## config.mk

```make
export PLATFORM = sky130hd
export DESIGN_NAME = tpgc_core
export DESIGN_NICKNAME = d
export VERILOG_FILES = /design/src/verilog/tpgc_pkg.sv /design/src/verilog/tpgc_leg.sv /design/src/verilog/tpgc_core.sv
export SDC_FILE = /design/constraint.sdc
export NUM_CORES = 1
export LEC_CHECK = 0
export ABC_AREA = 0
export BUFFER_PORTS_ARGS = -buffer_cell sky130_fd_sc_hd__buf_2
export CAP_MARGIN = 20
export CORE_AREA = 2 2 92 94
export CTS_CLUSTER_SIZE = 25
export DETAILED_ROUTE_END_ITERATION = 8
export DIE_AREA = 0 0 94 96
export GPL_ROUTABILITY_DRIVEN = 0
export SLEW_MARGIN = 20
export SYNTH_ARGS = -nofsm -noshare
export SYNTH_HDL_FRONTEND = slang
export SYNTH_SLANG_ARGS = --single-unit
```

## constraint.sdc

```tcl
create_clock -name sys_clk_i -period 6.4 [get_ports sys_clk_i]
set_input_delay 1.28 -clock sys_clk_i [delete_from_list [all_inputs] [get_ports sys_clk_i]]
set_output_delay 1.28 -clock sys_clk_i [all_outputs]
set_load 0.05 [all_outputs]
```

## src/verilog/tpgc_pkg.sv

```systemverilog
// Constants and state types of the three-phase gate control core
package tpgc_pkg;

   // ---------------------------------------------------------------
   // Clock and timing
   // ---------------------------------------------------------------
   localparam int CLK_PERIOD_NS = 20;
   localparam int DT_MIN_NS     = 300;
   localparam int DT_MAX_NS     = 1800;
   localparam int FLT_CLR_NS    = 15000;

   localparam int DT_W  = 7;
   localparam int CLR_W = 10;

   localparam logic [DT_W-1:0]  DT_MIN_CYC  =
      DT_W'((DT_MIN_NS + CLK_PERIOD_NS - 1) / CLK_PERIOD_NS);
   localparam logic [DT_W-1:0]  DT_MAX_CYC  = DT_W'(DT_MAX_NS / CLK_PERIOD_NS);
   localparam logic [DT_W-1:0]  DT_CNT_START = DT_W'(1);
   localparam logic [CLR_W-1:0] FLT_CLR_CYC =
      CLR_W'((FLT_CLR_NS + CLK_PERIOD_NS - 1) / CLK_PERIOD_NS);

   localparam int NUM_PHASES = 3;

   // ---------------------------------------------------------------
   // State of the core
   // ---------------------------------------------------------------
   typedef struct packed {
      logic [NUM_PHASES-1:0] cmd_s1;
      logic [NUM_PHASES-1:0] cmd_s2;
      logic                  kill_n_s1;
      logic                  kill_n_s2;
      logic                  shunt_s1;
      logic                  shunt_s2;
      logic                  uv_s1;
      logic                  uv_s2;
      logic                  trip;
      logic                  trip_n;
      logic                  gate_en;
      logic [DT_W-1:0]       dead;
      logic [CLR_W-1:0]      clr_cnt;
   } tpgc_core_s;

   localparam tpgc_core_s CORE_RST = '{
      cmd_s1: '0, cmd_s2: '0, kill_n_s1: 1'b0, kill_n_s2: 1'b0,
      shunt_s1: 1'b0, shunt_s2: 1'b0, uv_s1: 1'b0, uv_s2: 1'b0,
      trip: 1'b0, trip_n: 1'b1, gate_en: 1'b0, dead: DT_MIN_CYC,
      clr_cnt: '0};

   // ---------------------------------------------------------------
   // State of one bridge leg
   // ---------------------------------------------------------------
   typedef struct packed {
      logic            cmd;
      logic [DT_W-1:0] cnt;
      logic            top;
      logic            bot;
   } tpgc_leg_s;

   localparam tpgc_leg_s LEG_RST = '{cmd: 1'b0, cnt: '0, top: 1'b0, bot: 1'b0};

endpackage

```

## src/verilog/tpgc_leg.sv

```systemverilog
// One bridge leg: complementary top and bottom drives with dead time
`timescale 1ns/1ns
`default_nettype none
module tpgc_leg
   import tpgc_pkg::*;
(
   input  wire logic            sys_clk_i,
   input  wire logic            rst_n_i,
   input  wire logic            clk_en_i,
   input  wire logic            cmd_i,
   input  wire logic            gate_en_i,
   input  wire logic [DT_W-1:0] dead_i,
   output logic                 top_o,
   output logic                 bot_o
);

   tpgc_leg_s q;
   tpgc_leg_s d;

   // ---------------------------------------------------------------
   // Next state
   // ---------------------------------------------------------------
   always_comb begin
      d = q;
      if (!gate_en_i) begin
         d.cmd = cmd_i;
         d.cnt = DT_CNT_START;
         d.top = 1'b0;
         d.bot = 1'b0;
      end else if (cmd_i != q.cmd) begin
         d.cmd = cmd_i;
         d.cnt = DT_CNT_START;
         d.top = 1'b0;
         d.bot = 1'b0;
      // per-leg dead counter, idle once driving
      end else if (!(q.top || q.bot) && (q.cnt < dead_i)) begin
         d.cnt = q.cnt + DT_CNT_START;
         d.top = 1'b0;
         d.bot = 1'b0;
      end else begin
         d.top = q.cmd;
         d.bot = !q.cmd;
      end
   end

   always_ff @(posedge sys_clk_i or negedge rst_n_i) begin
      if (!rst_n_i) begin
         q <= LEG_RST;
      end else if (clk_en_i) begin
         q <= d;
      end
   end

   assign top_o = q.top;
   assign bot_o = q.bot;

   // ---------------------------------------------------------------
   // Checks
   // ---------------------------------------------------------------
   a_no_shoot_through: assert property (
      @(posedge sys_clk_i) disable iff (!rst_n_i)
      !(q.top && q.bot))
      else $error("top and bottom drives on together");

   a_top_follows_cmd: assert property (
      @(posedge sys_clk_i) disable iff (!rst_n_i)
      (q.top |-> q.cmd) and (q.bot |-> !q.cmd))
      else $error("drive disagrees with phase command");

   a_dead_gap_bot: assert property (
      @(posedge sys_clk_i) disable iff (!rst_n_i || !clk_en_i)
      $fell(q.top) |-> !q.bot [*8])
      else $error("bottom drive on too soon after top off");

   a_dead_gap_top: assert property (
      @(posedge sys_clk_i) disable iff (!rst_n_i || !clk_en_i)
      $fell(q.bot) |-> !q.top [*8])
      else $error("top drive on too soon after bottom off");

   a_steady_drive_holds: assert property (
      @(posedge sys_clk_i) disable iff (!rst_n_i || !clk_en_i)
      ((q.top || q.bot) && gate_en_i && (cmd_i == q.cmd)) |=> (q.top || q.bot))
      else $error("drive dropped with steady command");

endmodule
`default_nettype wire

```

## src/verilog/tpgc_core.sv

```systemverilog
// Three-phase gate control core: dead time, all-off, trip and undervoltage
//
// Functional notes
// - Low command: bottom on; high: top on
// - Dead time inserted on every command edge
// - Top and bottom never on together
// - All-off input low forces every drive off
// - All-off high, no trip, no undervoltage: follow commands
// - Shunt over threshold latches trip, trip low
// - Trip cleared only by all-off low
// - Trip output rises after fault clear delay
// - All-off high after clear resumes switching
// - Undervoltage forces all drives off
// - Undervoltage release is automatic
`timescale 1ns/1ns
`default_nettype none
module tpgc_core
   import tpgc_pkg::*;
(
   input  wire logic                  sys_clk_i,
   input  wire logic                  rst_n_i,
   input  wire logic                  clk_en_i,
   input  wire logic                  phase_u_cmd_i,
   input  wire logic                  phase_v_cmd_i,
   input  wire logic                  phase_w_cmd_i,
   input  wire logic                  gate_kill_n_i,
   input  wire logic                  shunt_sense_i,
   input  wire logic                  undervoltage_trip_i,
   input  wire logic [DT_W-1:0]       dead_cfg_i,
   output logic [NUM_PHASES-1:0]      gate_top_o,
   output logic [NUM_PHASES-1:0]      gate_bot_o,
   output logic                       trip_n_o,
   output logic                       uv_shutdown_o,
   output logic                       gates_enabled_o
);

   tpgc_core_s q;
   tpgc_core_s d;

   // ---------------------------------------------------------------
   // Next state
   // ---------------------------------------------------------------
   always_comb begin
      d = q;

      // Two-stage synchronisers for pin inputs
      d.cmd_s1    = {phase_w_cmd_i, phase_v_cmd_i, phase_u_cmd_i};
      d.cmd_s2    = q.cmd_s1;
      d.kill_n_s1 = gate_kill_n_i;
      d.kill_n_s2 = q.kill_n_s1;
      d.shunt_s1  = shunt_sense_i;
      d.shunt_s2  = q.shunt_s1;
      d.uv_s1     = undervoltage_trip_i;
      d.uv_s2     = q.uv_s1;

      if (dead_cfg_i < DT_MIN_CYC) begin
         d.dead = DT_MIN_CYC;
      end else if (dead_cfg_i > DT_MAX_CYC) begin
         d.dead = DT_MAX_CYC;
      end else begin
         d.dead = dead_cfg_i;
      end

      if (q.kill_n_s2) begin
         d.clr_cnt = '0;
      end else if (q.clr_cnt != FLT_CLR_CYC) begin
         d.clr_cnt = q.clr_cnt + CLR_W'(1);
      end

      if (q.shunt_s2) begin
         d.trip = 1'b1;
      end else if (!q.kill_n_s2 && (q.clr_cnt == FLT_CLR_CYC)) begin
         d.trip = 1'b0;
      end

      d.trip_n = !d.trip;

      d.gate_en = q.kill_n_s2 && !d.trip && !q.uv_s2;
   end

   always_ff @(posedge sys_clk_i or negedge rst_n_i) begin
      if (!rst_n_i) begin
         q <= CORE_RST;
      end else if (clk_en_i) begin
         q <= d;
      end
   end

   // ---------------------------------------------------------------
   // Bridge legs
   // ---------------------------------------------------------------
   for (genvar i = 0; i < NUM_PHASES; i++) begin : g_leg
      tpgc_leg u_leg (
         .sys_clk_i (sys_clk_i),
         .rst_n_i   (rst_n_i),
         .clk_en_i  (clk_en_i),
         .cmd_i     (q.cmd_s2[i]),
         .gate_en_i (q.gate_en),
         .dead_i    (q.dead),
         .top_o     (gate_top_o[i]),
         .bot_o     (gate_bot_o[i])
      );
   end

   assign trip_n_o        = q.trip_n;
   assign uv_shutdown_o   = q.uv_s2;
   assign gates_enabled_o = q.gate_en;

   // ---------------------------------------------------------------
   // Checks
   // ---------------------------------------------------------------
   a_kill_all_off: assert property (
      @(posedge sys_clk_i) disable iff (!rst_n_i || !clk_en_i)
      !q.kill_n_s2 |-> ##[1:2] (gate_top_o == '0 && gate_bot_o == '0))
      else $error("drives not off while all-off low");

   a_trip_latches: assert property (
      @(posedge sys_clk_i) disable iff (!rst_n_i || !clk_en_i)
      q.shunt_s2 |=> (q.trip && !trip_n_o) ##1 (gate_top_o == '0 && gate_bot_o == '0))
      else $error("over-current did not trip");

   a_trip_holds: assert property (
      @(posedge sys_clk_i) disable iff (!rst_n_i || !clk_en_i)
      (q.trip && q.kill_n_s2) |=> q.trip)
      else $error("trip cleared without all-off");

   a_clear_delay: assert property (
      @(posedge sys_clk_i) disable iff (!rst_n_i || !clk_en_i)
      $rose(trip_n_o) |-> ($past(q.clr_cnt) == FLT_CLR_CYC) && !$past(q.kill_n_s2))
      else $error("trip cleared before fault clear delay");

   a_uv_all_off: assert property (
      @(posedge sys_clk_i) disable iff (!rst_n_i || !clk_en_i)
      q.uv_s2 |-> ##[1:2] (gate_top_o == '0 && gate_bot_o == '0))
      else $error("drives not off under undervoltage");

   a_uv_release: assert property (
      @(posedge sys_clk_i) disable iff (!rst_n_i || !clk_en_i)
      ($fell(q.uv_s2) && q.kill_n_s2 && !q.trip && !q.shunt_s2) |=> q.gate_en)
      else $error("undervoltage did not release");

   a_uv_keeps_flag: assert property (
      @(posedge sys_clk_i) disable iff (!rst_n_i || !clk_en_i)
      (q.uv_s2 && trip_n_o && !q.shunt_s2) |=> trip_n_o)
      else $error("trip output low from undervoltage");

   a_resume_follow: assert property (
      @(posedge sys_clk_i) disable iff (!rst_n_i || !clk_en_i)
      q.gate_en |-> ($past(q.kill_n_s2) && !$past(q.uv_s2) && !q.trip))
      else $error("drives enabled without cause");

   a_kill_gates_off: assert property (
      @(posedge sys_clk_i) disable iff (!rst_n_i || !clk_en_i)
      !q.kill_n_s2 |=> !q.gate_en)
      else $error("gates enabled while all-off low");

   a_kill_time_bound: assert property (
      @(posedge sys_clk_i) disable iff (!rst_n_i || !clk_en_i)
      $fell(q.kill_n_s2) |-> ##2 (gate_top_o == '0 && gate_bot_o == '0))
      else $error("drives late to switch off after all-off");

   a_off_when_disabled: assert property (
      @(posedge sys_clk_i) disable iff (!rst_n_i || !clk_en_i)
      !q.gate_en |=> (gate_top_o == '0 && gate_bot_o == '0))
      else $error("drive on while gates disabled");

   a_resume_enable: assert property (
      @(posedge sys_clk_i) disable iff (!rst_n_i || !clk_en_i)
      (q.kill_n_s2 && !q.trip && !q.uv_s2 && !q.shunt_s2) |=> q.gate_en)
      else $error("gates not enabled after all-off release");

   a_trip_clear_only: assert property (
      @(posedge sys_clk_i) disable iff (!rst_n_i || !clk_en_i)
      $fell(q.trip) |-> !$past(q.kill_n_s2))
      else $error("trip cleared while all-off high");

   a_clear_releases: assert property (
      @(posedge sys_clk_i) disable iff (!rst_n_i || !clk_en_i)
      (!q.kill_n_s2 && (q.clr_cnt == FLT_CLR_CYC) && !q.shunt_s2) |=> trip_n_o)
      else $error("trip output not released after clear delay");

   a_clr_restart: assert property (
      @(posedge sys_clk_i) disable iff (!rst_n_i || !clk_en_i)
      q.kill_n_s2 |=> (q.clr_cnt == '0))
      else $error("clear timer not restarted");

   a_uv_gates_off: assert property (
      @(posedge sys_clk_i) disable iff (!rst_n_i || !clk_en_i)
      q.uv_s2 |=> !q.gate_en)
      else $error("gates enabled under undervoltage");

   a_uv_time_bound: assert property (
      @(posedge sys_clk_i) disable iff (!rst_n_i || !clk_en_i)
      $rose(q.uv_s2) |-> ##2 (gate_top_o == '0 && gate_bot_o == '0))
      else $error("drives late to switch off under undervoltage");

   a_dead_clamp_low: assert property (
      @(posedge sys_clk_i) disable iff (!rst_n_i || !clk_en_i)
      (dead_cfg_i < DT_MIN_CYC) |=> (q.dead == DT_MIN_CYC))
      else $error("dead time below range");

   a_dead_clamp_high: assert property (
      @(posedge sys_clk_i) disable iff (!rst_n_i || !clk_en_i)
      (dead_cfg_i > DT_MAX_CYC) |=> (q.dead == DT_MAX_CYC))
      else $error("dead time above range");

   a_dead_cfg_taken: assert property (
      @(posedge sys_clk_i) disable iff (!rst_n_i || !clk_en_i)
      ((dead_cfg_i >= DT_MIN_CYC) && (dead_cfg_i <= DT_MAX_CYC))
         |=> (q.dead == $past(dead_cfg_i)))
      else $error("dead time setting not taken");

endmodule
`default_nettype wire

```

==> results of run 1 <==
## sequential cells by signal (all words and copies together) (netlist names)
signal / cells
g_leg.u_leg.q: 24
g_leg.u_leg.bot_o: 3
d: 6
uv_shutdown_o: 1
g_leg.u_leg.top_o: 3
trip_n_o: 1
gates_enabled_o: 1
q: 23
## through the flow
stage / total power, mW / setup WS (ns) / cell area, um2 / hold WS, ns / util, %
floorplan: 0.596 / 4.02 / 3550 / 0.445 / -
detailed placement: 0.643 / 3.22 / 3720 / 0.466 / 46.2
global placement: 0.637 / 3.28 / 3720 / 0.459 / 46.2
global route: 1.04 / 3.42 / 3920 / 0.503 / 48.7
CTS: 0.995 / 3.58 / 3920 / 0.482 / 48.7
finish: 0.981 / 3.57 / 3920 / 0.479 / 48.7
## per-layer routing
layer	track usage (%)	wire, um	up-vias
li1	-	-	1389
met1	26.0	3740	1267
met2	27.5	3240	48
met3	4.39	259	9
met4	6.76	90	0
met5	0	0	-
## power by group through the flow
stage                     logic [mW]  registers [mW]  clock network [mW]
after global placement         0.137           0.500                   0
after floorplan                0.106           0.490                   0
after global routing           0.163           0.503               0.376
after CTS                      0.142           0.494               0.359
final                          0.139           0.496               0.346
after detailed placement       0.141           0.502                   0
## kinds of logic after synthesis
kind of cell | after synthesis | synth area share [%]
simple gates | 123 | 17.3
compound gates | 101 | 19.0
flops | 62 | 43.9
buf+inv | 44 | 5.50
fa+ha+maj | 23 | 8.10
mux | 17 | 5.29
xor+xnor | 4 | 0.987
## cell type report
| type | instances | area [um2] |
|---|---|---|
| clock buffers | 10 | 138 |
| multi-input cells | 268 | 1800 |
| fillers | 764 | 4130 |
| flip-flops and latches | 62 | 1560 |
| repair buffers | 26 | 135 |
| inverters | 27 | 101 |
| clock inverters | 6 | 61.3 |
| well taps | 105 | 131 |
## critical path: cells and delay by family
kind | cells | cell delay (ns)
AND/OR/NAND/NOR | 3 | 0.76
buffers and inverters | 2 | 1.05
## how the worst min path moves through the flow
stage,startpoint,endpoint,cells past startpoint
finish,trip_n_o$_DFFE_PN1P_,trip_n_o$_DFFE_PN1P_,2
global placement,q[19]$_DFFE_PN0P_,q[19]$_DFFE_PN0P_,1
CTS,trip_n_o$_DFFE_PN1P_,trip_n_o$_DFFE_PN1P_,2
detailed placement,q[19]$_DFFE_PN0P_,q[19]$_DFFE_PN0P_,1
global route,trip_n_o$_DFFE_PN1P_,trip_n_o$_DFFE_PN1P_,2
floorplan,q[19]$_DFFE_PN0P_,q[19]$_DFFE_PN0P_,1
## cells in the mapped netlist, types with 2 or more instances
master / count
a211oi_1: 6
o211ai_1: 4
nor2_1: 31
or4_1: 5
nor3_1: 3
nand2b_1: 7
o311ai_0: 3
inv_1: 27
clkbuf_1: 7
buf_1: 3
o21ai_0: 27
a2111oi_2: 3
and4_1: 2
nand3b_1: 3
xor2_1: 3
ha_1: 23
dfrtp_1: 57
nand2_1: 32
nand3_1: 20
nor2b_1: 8
nor3b_1: 4
mux2i_1: 3
o22ai_1: 11
mux2_2: 14
dfstp_2: 5
a22o_1: 10
a21oi_1: 20
a21o_1: 4
buf_4: 6
and3_1: 2
o21ai_1: 3
o31ai_1: 2
==> results.md, run 1 <==
- Result of the run: finished, final reports clean
- Total CTS buffers: 9
- Die ar.: 0.00902 mm2
- CP Capture Type: flip-flop
- Final nets: 433
- Largest net degree at the start of global routing: 63
- Final max-slew violation count: 0
- Avg Inst Size Synth: 9.49 um2
- Ys Warns: 0
- Relative slew slack: 48.4%
- Final Setup Violations: 0
- Number of global-route vias before repair: 2641
- WL/cell: 14.5 um
- Most frequent cells in the layout: dfrtp_1 (57), nand2_1 (32), nor2_1 (31)
- Skew-Pair Late Insertion Delay: 0.34 ns
- Reg-to-reg slack, setup: 4.04 ns
- Data required time of the worst path: 6.67 ns
- Vias/cell: 5.38
- Most common cell after layout, fill and taps aside: dfrtp_1
- Max_cap viols: 0
- Seq pwr share: 50.5%
- Clock power share: 35.2%
- Sw Share: 29.3%
- Post-Synthesis Cells: 374
- Port Buf Inserts: 24
- Worst-margin pin slew: 0.775 ns
- Initial Util: 44.1%
- Combinational power share: 14.2%
- R2R depth: 7
- Synth top area cells: dfrtp_1 (40%), ha_1 (8.1%), mux2_2 (4.4%)
- CTS tree: done
- Placed Cells: 488
- Unrepaired setup endpoints after global routing: false
- Post-Route WL: 7330 um
- DRC viols: 0
- Detailed-route via count: 2713
- Post_cts resized: 0
- TritonRoute pass-1 iters: 7
- Global-route wire length before repair: 12700 um
- Placement row count: 33
- EDFF count, synth: 0
- RR Startpoint: q[16]$_DFFE_PN0P_
- I/O pin count: 25
- Gr usage total: 18.4%
- TritonCTS Sinks: 62
- Initial antenna violation count: 0
- Critical Path AT: 3.11 ns
- CTS Hold Bufs: 0
- RR Endpoint: g_leg[2].u_leg.q[7]$_DFFE_PN0P_
- Top cell type's share of synthesized area: 40.2%
- Slowest stage cell on the critical path: buf_2
- Clock root buffer: clkbuf_8
- Hold Fails Final Rpt: 0
- Clk slew on worst S/H paths: 0.07 ns
- Skew final: 0.00415 ns
- Area grow syn2layout: 10.5%
- Fmax: 353 MHz
- Internal: 0.693 mW
- Flops & latches, synth: 62
- Leak pwr: 1.78 nW
- WS Path Type: input pin to flip-flop
- Total global routing overflow: 0
- Ys async rst share: 100%
- Worst setup path startpoint: clk_en_i
- CTS H-tree lvls: 3
- Cell taking the most area after synthesis: dfrtp_1
- Main synth FF type: dfrtp_1
- Core area: 0.00805 mm2
- Syn Std Cell Area: 0.00355 mm2
- Synthesized Nets: 413
- Worst Setup Start Kind: input pin
- Hold Path Class: flip-flop to flip-flop
- DR iter-0 viols: 101
- Post-CTS Setup Repair Bufs: 0
- Yosys cell types: 48
- Worst VDD drop: 159 uV
- Crit-path max FO: 46
- Final non-filler cell total: 504
- Slowest cell delay on critical path: 0.59 ns
- Detail Placement HPWL: 5100 um
- Worst setup path end: g_leg[2].u_leg.q[7]$_DFFE_PN0P_
- Fin Setup TNS: 0 ns
- Tcrit/Tclk final: 44.2%
- Seq/Total Area, Yosys: 43.9%
- Fin crit period: 2.83 ns
- Pwr per Cell Area: 250 mW/mm2
- Share of layout cells above drive strength 1: 16.8%
- Switching pwr: 0.287 mW
- Antenna diodes: 0
- Die W: 94 um
- DRT antenna net count: 0
- Crit path cell chain: buf_2, buf_4, nand2_1, or4_1, nand3_1
- Longest Clk Path Bufs: 2
- Die Ht: 96 um
(Power assumes the default switching activity.)
==> run 2, diff against run 1 <==
ABC_AREA = 1   (was 0)
CORE_AREA = 2 2 95 97   (was 2 2 92 94)
DIE_AREA = 0 0 97 99   (was 0 0 94 96)
clock period = 2.9 ns   (was 6.4 ns; I/O delays follow)
==> run 2 against run 1 <==
Synthesized cell count up 43%. Clock power up 100%. Worst hold slack worse by 0.25 ns. Count of clock-buffer cells in the layout down 1. Via count up 21%. Utilization up 0.24 points. Register-to-register slack worse by 3.0 ns. Worst setup slack worse by 2.5 ns. Die area up 6.4%. Global-route usage up 0.27 points. Highest routed layer unchanged.
==> results.md, run 2 <==
- CTS Hold Bufs: 0
- Initial Util: 44.5%
- Worst-margin pin slew: 0.612 ns
- Worst Setup Start Kind: flip-flop
- Leak pwr: 2.19 nW
- DRT antenna net count: 0
- Main synth FF type: dfrtp_1
- WS Path Type: flip-flop to flip-flop
- Avg Inst Size Synth: 7.14 um2
- Post-Route WL: 8000 um
- Final non-filler cell total: 669
- Pre-CTS setup slack: 1.03 ns
- TritonRoute pass-1 iters: 4
- Top cell type's share of synthesized area: 37.5%
- Critical Path AT: 2.12 ns
- Skew final: 0.00747 ns
- Fmax: 533 MHz
- Register with the most flip-flops: g_leg.u_leg.q
- Sw Share: 32.1%
- Tcrit/Tclk final: 64.7%
- Clk slew on worst S/H paths: 0.08 ns
- Die W: 97 um
- DRC viols: 0
- Die Ht: 99 um
- CP Capture Type: flip-flop
- Final Instance Area: 0.00419 mm2
- Setup slack after layout: 1.02 ns
- DR iter-0 viols: 98
- Seq pwr share: 50.1%
- Fin crit period: 1.88 ns
- Max_cap viols: 0
- Placed Cells: 653
- Final Setup Violations: 0
- Top cells by count, synth: nand2_1 (191), nor2_1 (66), dfrtp_1 (57)
- CTS H-tree lvls: 3
- Port Buf Inserts: 24
- Total power: 1.99 mW
- Area after DPL: 0.00401 mm2
- Data required time of the worst path: 3.15 ns
- Syn Std Cell Area: 0.00381 mm2
- Share of layout cells above drive strength 1: 12.3%
- Internal: 1.35 mW
- Most frequent cells in the layout: nand2_1 (191), nor2_1 (66), dfrtp_1 (57)
- Number of global-route vias before repair: 3192
- Longest Clk Path Bufs: 2
- Synth top area cells: dfrtp_1 (37%), nand2_1 (19%), ha_1 (7.6%)
- Result of the run: finished, final reports clean
- Post_cts resized: 0
- Count leader, synth: nand2_1
- Total CTS buffers: 9
- Detailed-route via count: 3285
- Vias/cell: 4.91
- Fin Setup TNS: 0 ns
- Final max-slew violation count: 0
- TritonCTS Sinks: 62
- Unrepaired setup endpoints after global routing: false
- Die ar.: 0.00960 mm2
- Post-Synthesis Cells: 533
- Worst VDD drop: 218 uV
- Hold Fails Final Rpt: 0
- Post-CTS Setup Repair Bufs: 0
- Hold Path Class: input pin to asynchronous set/reset pin
- Largest net degree at the start of global routing: 38
- Initial antenna violation count: 0
- Global-route wire length before repair: 14500 um
- Final Util: 49.0%
- Clock root buffer: clkbuf_8
- Most common cell after layout, fill and taps aside: nand2_1
- Synthesized Nets: 572
- Cell taking the most area after synthesis: dfrtp_1
- Yosys cell types: 26
- Skew-Pair Late Insertion Delay: 0.35 ns
- Number of flip-flops in the largest register: 24
- WHS: 0.230 ns
- Crit-path max FO: 8
- Total global routing overflow: 0
- Flops & latches, synth: 62
- Placement row count: 34
- Seq/Total Area, Yosys: 40.9%
- Clock power share: 35.6%
- Core area: 0.00855 mm2
- Gr usage total: 18.6%
- Area grow syn2layout: 9.96%
- Ys async rst share: 100%
- Ys Warns: 0
- Detail Placement HPWL: 5790 um
- CTS tree: done
- Pwr per Cell Area: 475 mW/mm2
- Final nets: 595
- Relative slew slack: 59.2%
- Switching pwr: 0.638 mW
- I/O pin count: 25
- WL/cell: 12.0 um
- EDFF count, synth: 0
- Antenna diodes: 0
- Combinational power share: 14.4%
## run 2: worst paths after layout
check / startpoint / endpoint / slack, ns / cells after the start
worst min-delay path: rst_n_i / d[22]$_DFFE_PN0P_ / 0.23 / 1
worst max register to register: q[12]$_DFFE_PN1P_ / g_leg[1].u_leg.q[4]$_DFFE_PN0P_ / 1.02 / 10
worst min register to register: trip_n_o$_DFFE_PN1P_ / trip_n_o$_DFFE_PN1P_ / 0.47 / 2
max in group asynchronous: rst_n_i / trip_n_o$_DFFE_PN1P_ / 2.00 / 2
min in group sys_clk_i: gate_kill_n_i / d[24]$_DFFE_PN0P_ / 0.43 / 3
worst max-delay path: q[12]$_DFFE_PN1P_ / g_leg[1].u_leg.q[4]$_DFFE_PN0P_ / 1.02 / 10
## run 2: cell families after synthesis
family                   synth area share [%]
adder cells (fa/ha/maj)                  7.56
AO/OA/AOI/OAI                            6.01
AND/OR/NAND/NOR                          34.8
flip-flops                               40.9
buffers and inverters                    8.41
XOR/XNOR                                 2.30
## run 2: final cells by class
cell class                 count  area (um2)
fill                         857        4360
sequential                    62        1560
clock inverter                 7        56.3
multi-input combinational    396        1930
tap                          108         135
inverter                      59         221
timing repair buffer          28         163
clock buffer                   9         124
## run 2: worst max-delay path: stages (launching register included)
cell     delay [ns]
dfstp_2        0.53
inv_1          0.08
ha_1           0.31
a21oi_1        0.14
nand2_1        0.06
nand2_1        0.07
nand2_1        0.08
nand2_2        0.16
nand2_1        0.18
nand2_1        0.11
nand2_1        0.05
## run 2: power by group through the flow
| stage | clock (mW) | combinational [mW] | sequential, mW |
|---|---|---|---|
| 2_1_floorplan | 0 | 0.203 | 1.00 |
| 3_3_place_gp | 0 | 0.283 | 1.01 |
| 3_5_place_dp | 0 | 0.289 | 1.01 |
| 4_1_cts | 0.732 | 0.291 | 0.995 |
| 5_1_grt | 0.771 | 0.336 | 1.01 |
| 6_report | 0.707 | 0.285 | 0.995 |
## run 2: routing by layer
metal  routed length, um  share of wire [%]  vias to the layer above  track usage (%)
li1                    -                  -                     1719                -
met1                4040                 51                     1497             25.0
met2                3550                 44                       53             29.8
met3                 225                2.8                       16             2.91
met4                 176                2.2                        0             8.67
met5                   0                  0                        -                0
==> run 3, diff against run 2 <==
clock period = 1.5 ns   (was 2.9 ns; I/O delays follow)
==> run 3 against run 2 <==
The flow now finishes with violations (setup timing). Largest power group unchanged. Sequential share of layout area is 4.6 points lower. Utilization up 7.0 points. Global-route usage grew 0.63 points. Worst hold slack lost 0.071 ns. Total power rose by 100%.
==> results.md, run 3 (synthesized netlist as in run 2, its figures left out) <==
- Result of the run: finished, violations left
- Failing checks: setup timing
- Final Instance Area: 0.00478 mm2
- Clock power share: 36.5%
- Initial antenna violation count: 0
- Final Setup Violations: 27
- Crit path cell chain: inv_4, ha_4, nand2_2, inv_2, nand2_2, nand2_2, nand2_2, nand2_4, nand2_8, nand2_8, nand2_2, nand2_1
- Relative slew slack: 72.8%
- Die W: 97 um
- Number of flip-flops in the largest register: 24
- Slowest stage cell on the critical path: dfstp_2
- Combinational power share: 16.2%
- Max Used Layer: met4
- I/O pin count: 25
- DR iter-0 viols: 119
- Most common cell after layout, fill and taps aside: nand2_1
- Initial Util: 44.5%
- Die Ht: 99 um
- Core area: 0.00855 mm2
- Detail Placement HPWL: 6120 um
- WS Path Type: flip-flop to flip-flop
- Post-Route WL: 8690 um
- Fillcell total: 813
- Total global routing overflow: 0
- Antenna diodes: 0
- Total CTS buffers: 9
- Gr usage total: 19.2%
- Number of global-route vias before repair: 3281
- Detailed-route via count: 3428
- DRC viols: 0
- Data required time of the worst path: 1.73 ns
- Tcrit/Tclk final: 112%
- WHS: 0.159 ns
- Worst Path Buf+Inv: 2
- Met3 wire len: 243 um
- Global-route wire length before repair: 15200 um
- Sw Share: 29.7%
- Share of layout cells above drive strength 1: 26.1%
- TritonRoute pass-1 iters: 7
- Clock root buffer: clkbuf_8
- Most frequent cells in the layout: nand2_1 (161), nor2_1 (62), dfrtp_1 (56)
- CP Capture Type: flip-flop
- Placement row count: 34
- Port Buf Inserts: 24
- Slowest cell delay on critical path: 0.56 ns
- CP top delay family: simple AND/OR/NAND/NOR gates
- M1 wire length: 4180 um
- WL met2: 4140 um
- Internal: 2.85 mW
- Worst-margin pin slew: 0.407 ns
- Die ar.: 0.00960 mm2
- Final max-slew violation count: 0
- CTS H-tree lvls: 3
- Worst VDD drop: 642 uV
- Skew-Pair Late Insertion Delay: 0.34 ns
- Fmax: 597 MHz
- Critical Path AT: 1.90 ns
- Area grow syn2layout: 25.6%
- WL/cell: 12.5 um
- Placed Cells: 677
- Worst Setup Start Kind: flip-flop
- Register with the most flip-flops: g_leg.u_leg.q
- Seq pwr share: 47.3%
- CTS tree: done
- Clk slew on worst S/H paths: 0.08 ns
- Hold Fails Final Rpt: 0
- Max_cap viols: 0
- Hold Path Class: input pin to flip-flop
- Total power: 4.06 mW
- Pwr per Cell Area: 849 mW/mm2
- Crit-path max FO: 8
- Switching pwr: 1.21 mW
- Final nets: 624
- DRT antenna net count: 0
- Final non-filler cell total: 698
- TritonCTS Sinks: 62
- Skew final: 0.0126 ns
- Leak pwr: 2.42 nW
- Fin crit period: 1.68 ns
- Longest Clk Path Bufs: 2
- Area after DPL: 0.00431 mm2
- Setup slack after layout: -0.175 ns
- Largest net degree at the start of global routing: 63
- Vias/cell: 4.91
- Unrepaired setup endpoints after global routing: true
- Most frequent CP cell: nand2_2
==> run 3: changes by cell type in the layout (fill, tap and decap cells not counted), sizes merged <==
cell / delta
inv: -3
dlygate4sd3: +1
buf: +28
bufinv: +1
clkinv: -1
clkinvlp: +1
clkbuf: +2
==> run 3: cell type report <==
class | instances | area, um2 | area share, %
clock buffers | 11 | 141 | 2.96
clock inverters | 5 | 58.8 | 1.23
inverters | 59 | 226 | 4.73
multi-input cells | 396 | 2240 | 46.9
flip-flops and latches | 62 | 1560 | 32.6
well taps | 108 | 135 | 2.83
repair buffers | 57 | 419 | 8.76
==> run 3: metrics by stage <==
step | util [%] | TNS [ns] | setup slack [ns]
after global placement | 50.4 | -3.67 | -0.215
after detailed placement | 50.4 | -4.51 | -0.233
final | 55.9 | -2.95 | -0.175
after CTS | 53.8 | -3.24 | -0.145
after global routing | 55.9 | -6.09 | -0.277
after floorplan | - | -0.476 | -0.0318
==> run 3: tightest hold or removal path, delay by kind of cell <==
| family | cells | cell delay (ns) |
|---|---|---|
| buf+inv | 1 | 0.08 |
| simple gates | 2 | 0.09 |
==> run 3: what timing repair did <==
action / 4_1_cts / 5_1_grt
setup endpoints to repair: 27 / 37
buffers inserted: 3 / 1
hold buffers: 1 / 0
resized for setup: 21 / 50
pin swaps: 7 / 19
endpoints found under the hold margin: 57 / 0
==> run 3: power by group through the flow <==
stage          Sequential (mW)  Combinational, mW  Clock (mW)
6_report                  1.92              0.659        1.48
5_1_grt                   1.94              0.771        1.61
4_1_cts                   1.92              0.628        1.52
3_5_place_dp              1.95              0.616           0
3_3_place_gp              1.95              0.595           0
2_1_floorplan             1.94              0.410           0
==> run 3: worst paths after layout <==
check	from	to	slack, ns	cells past startpoint
max in group asynchronous	rst_n_i	q[13]$_DFFE_PN1P_	0.68	3
min in group asynchronous	rst_n_i	q[6]$_DFFE_PN0P_	0.50	3
max	q[12]$_DFFE_PN1P_	g_leg[2].u_leg.q[4]$_DFFE_PN0P_	-0.18	12
max reg2reg	q[12]$_DFFE_PN1P_	g_leg[2].u_leg.q[4]$_DFFE_PN0P_	-0.18	12
min	gate_kill_n_i	d[24]$_DFFE_PN0P_	0.16	3
min reg2reg	d[26]$_DFFE_PN0P_	d[26]$_DFFE_PN0P_	0.47	2
==> run 3: layer usage <==
metal,vias up,global-route usage [%]
li1,1782,-
met2,43,31.9
met3,11,3.83
met1,1592,25.8
met4,0,5.42
met5,-,0
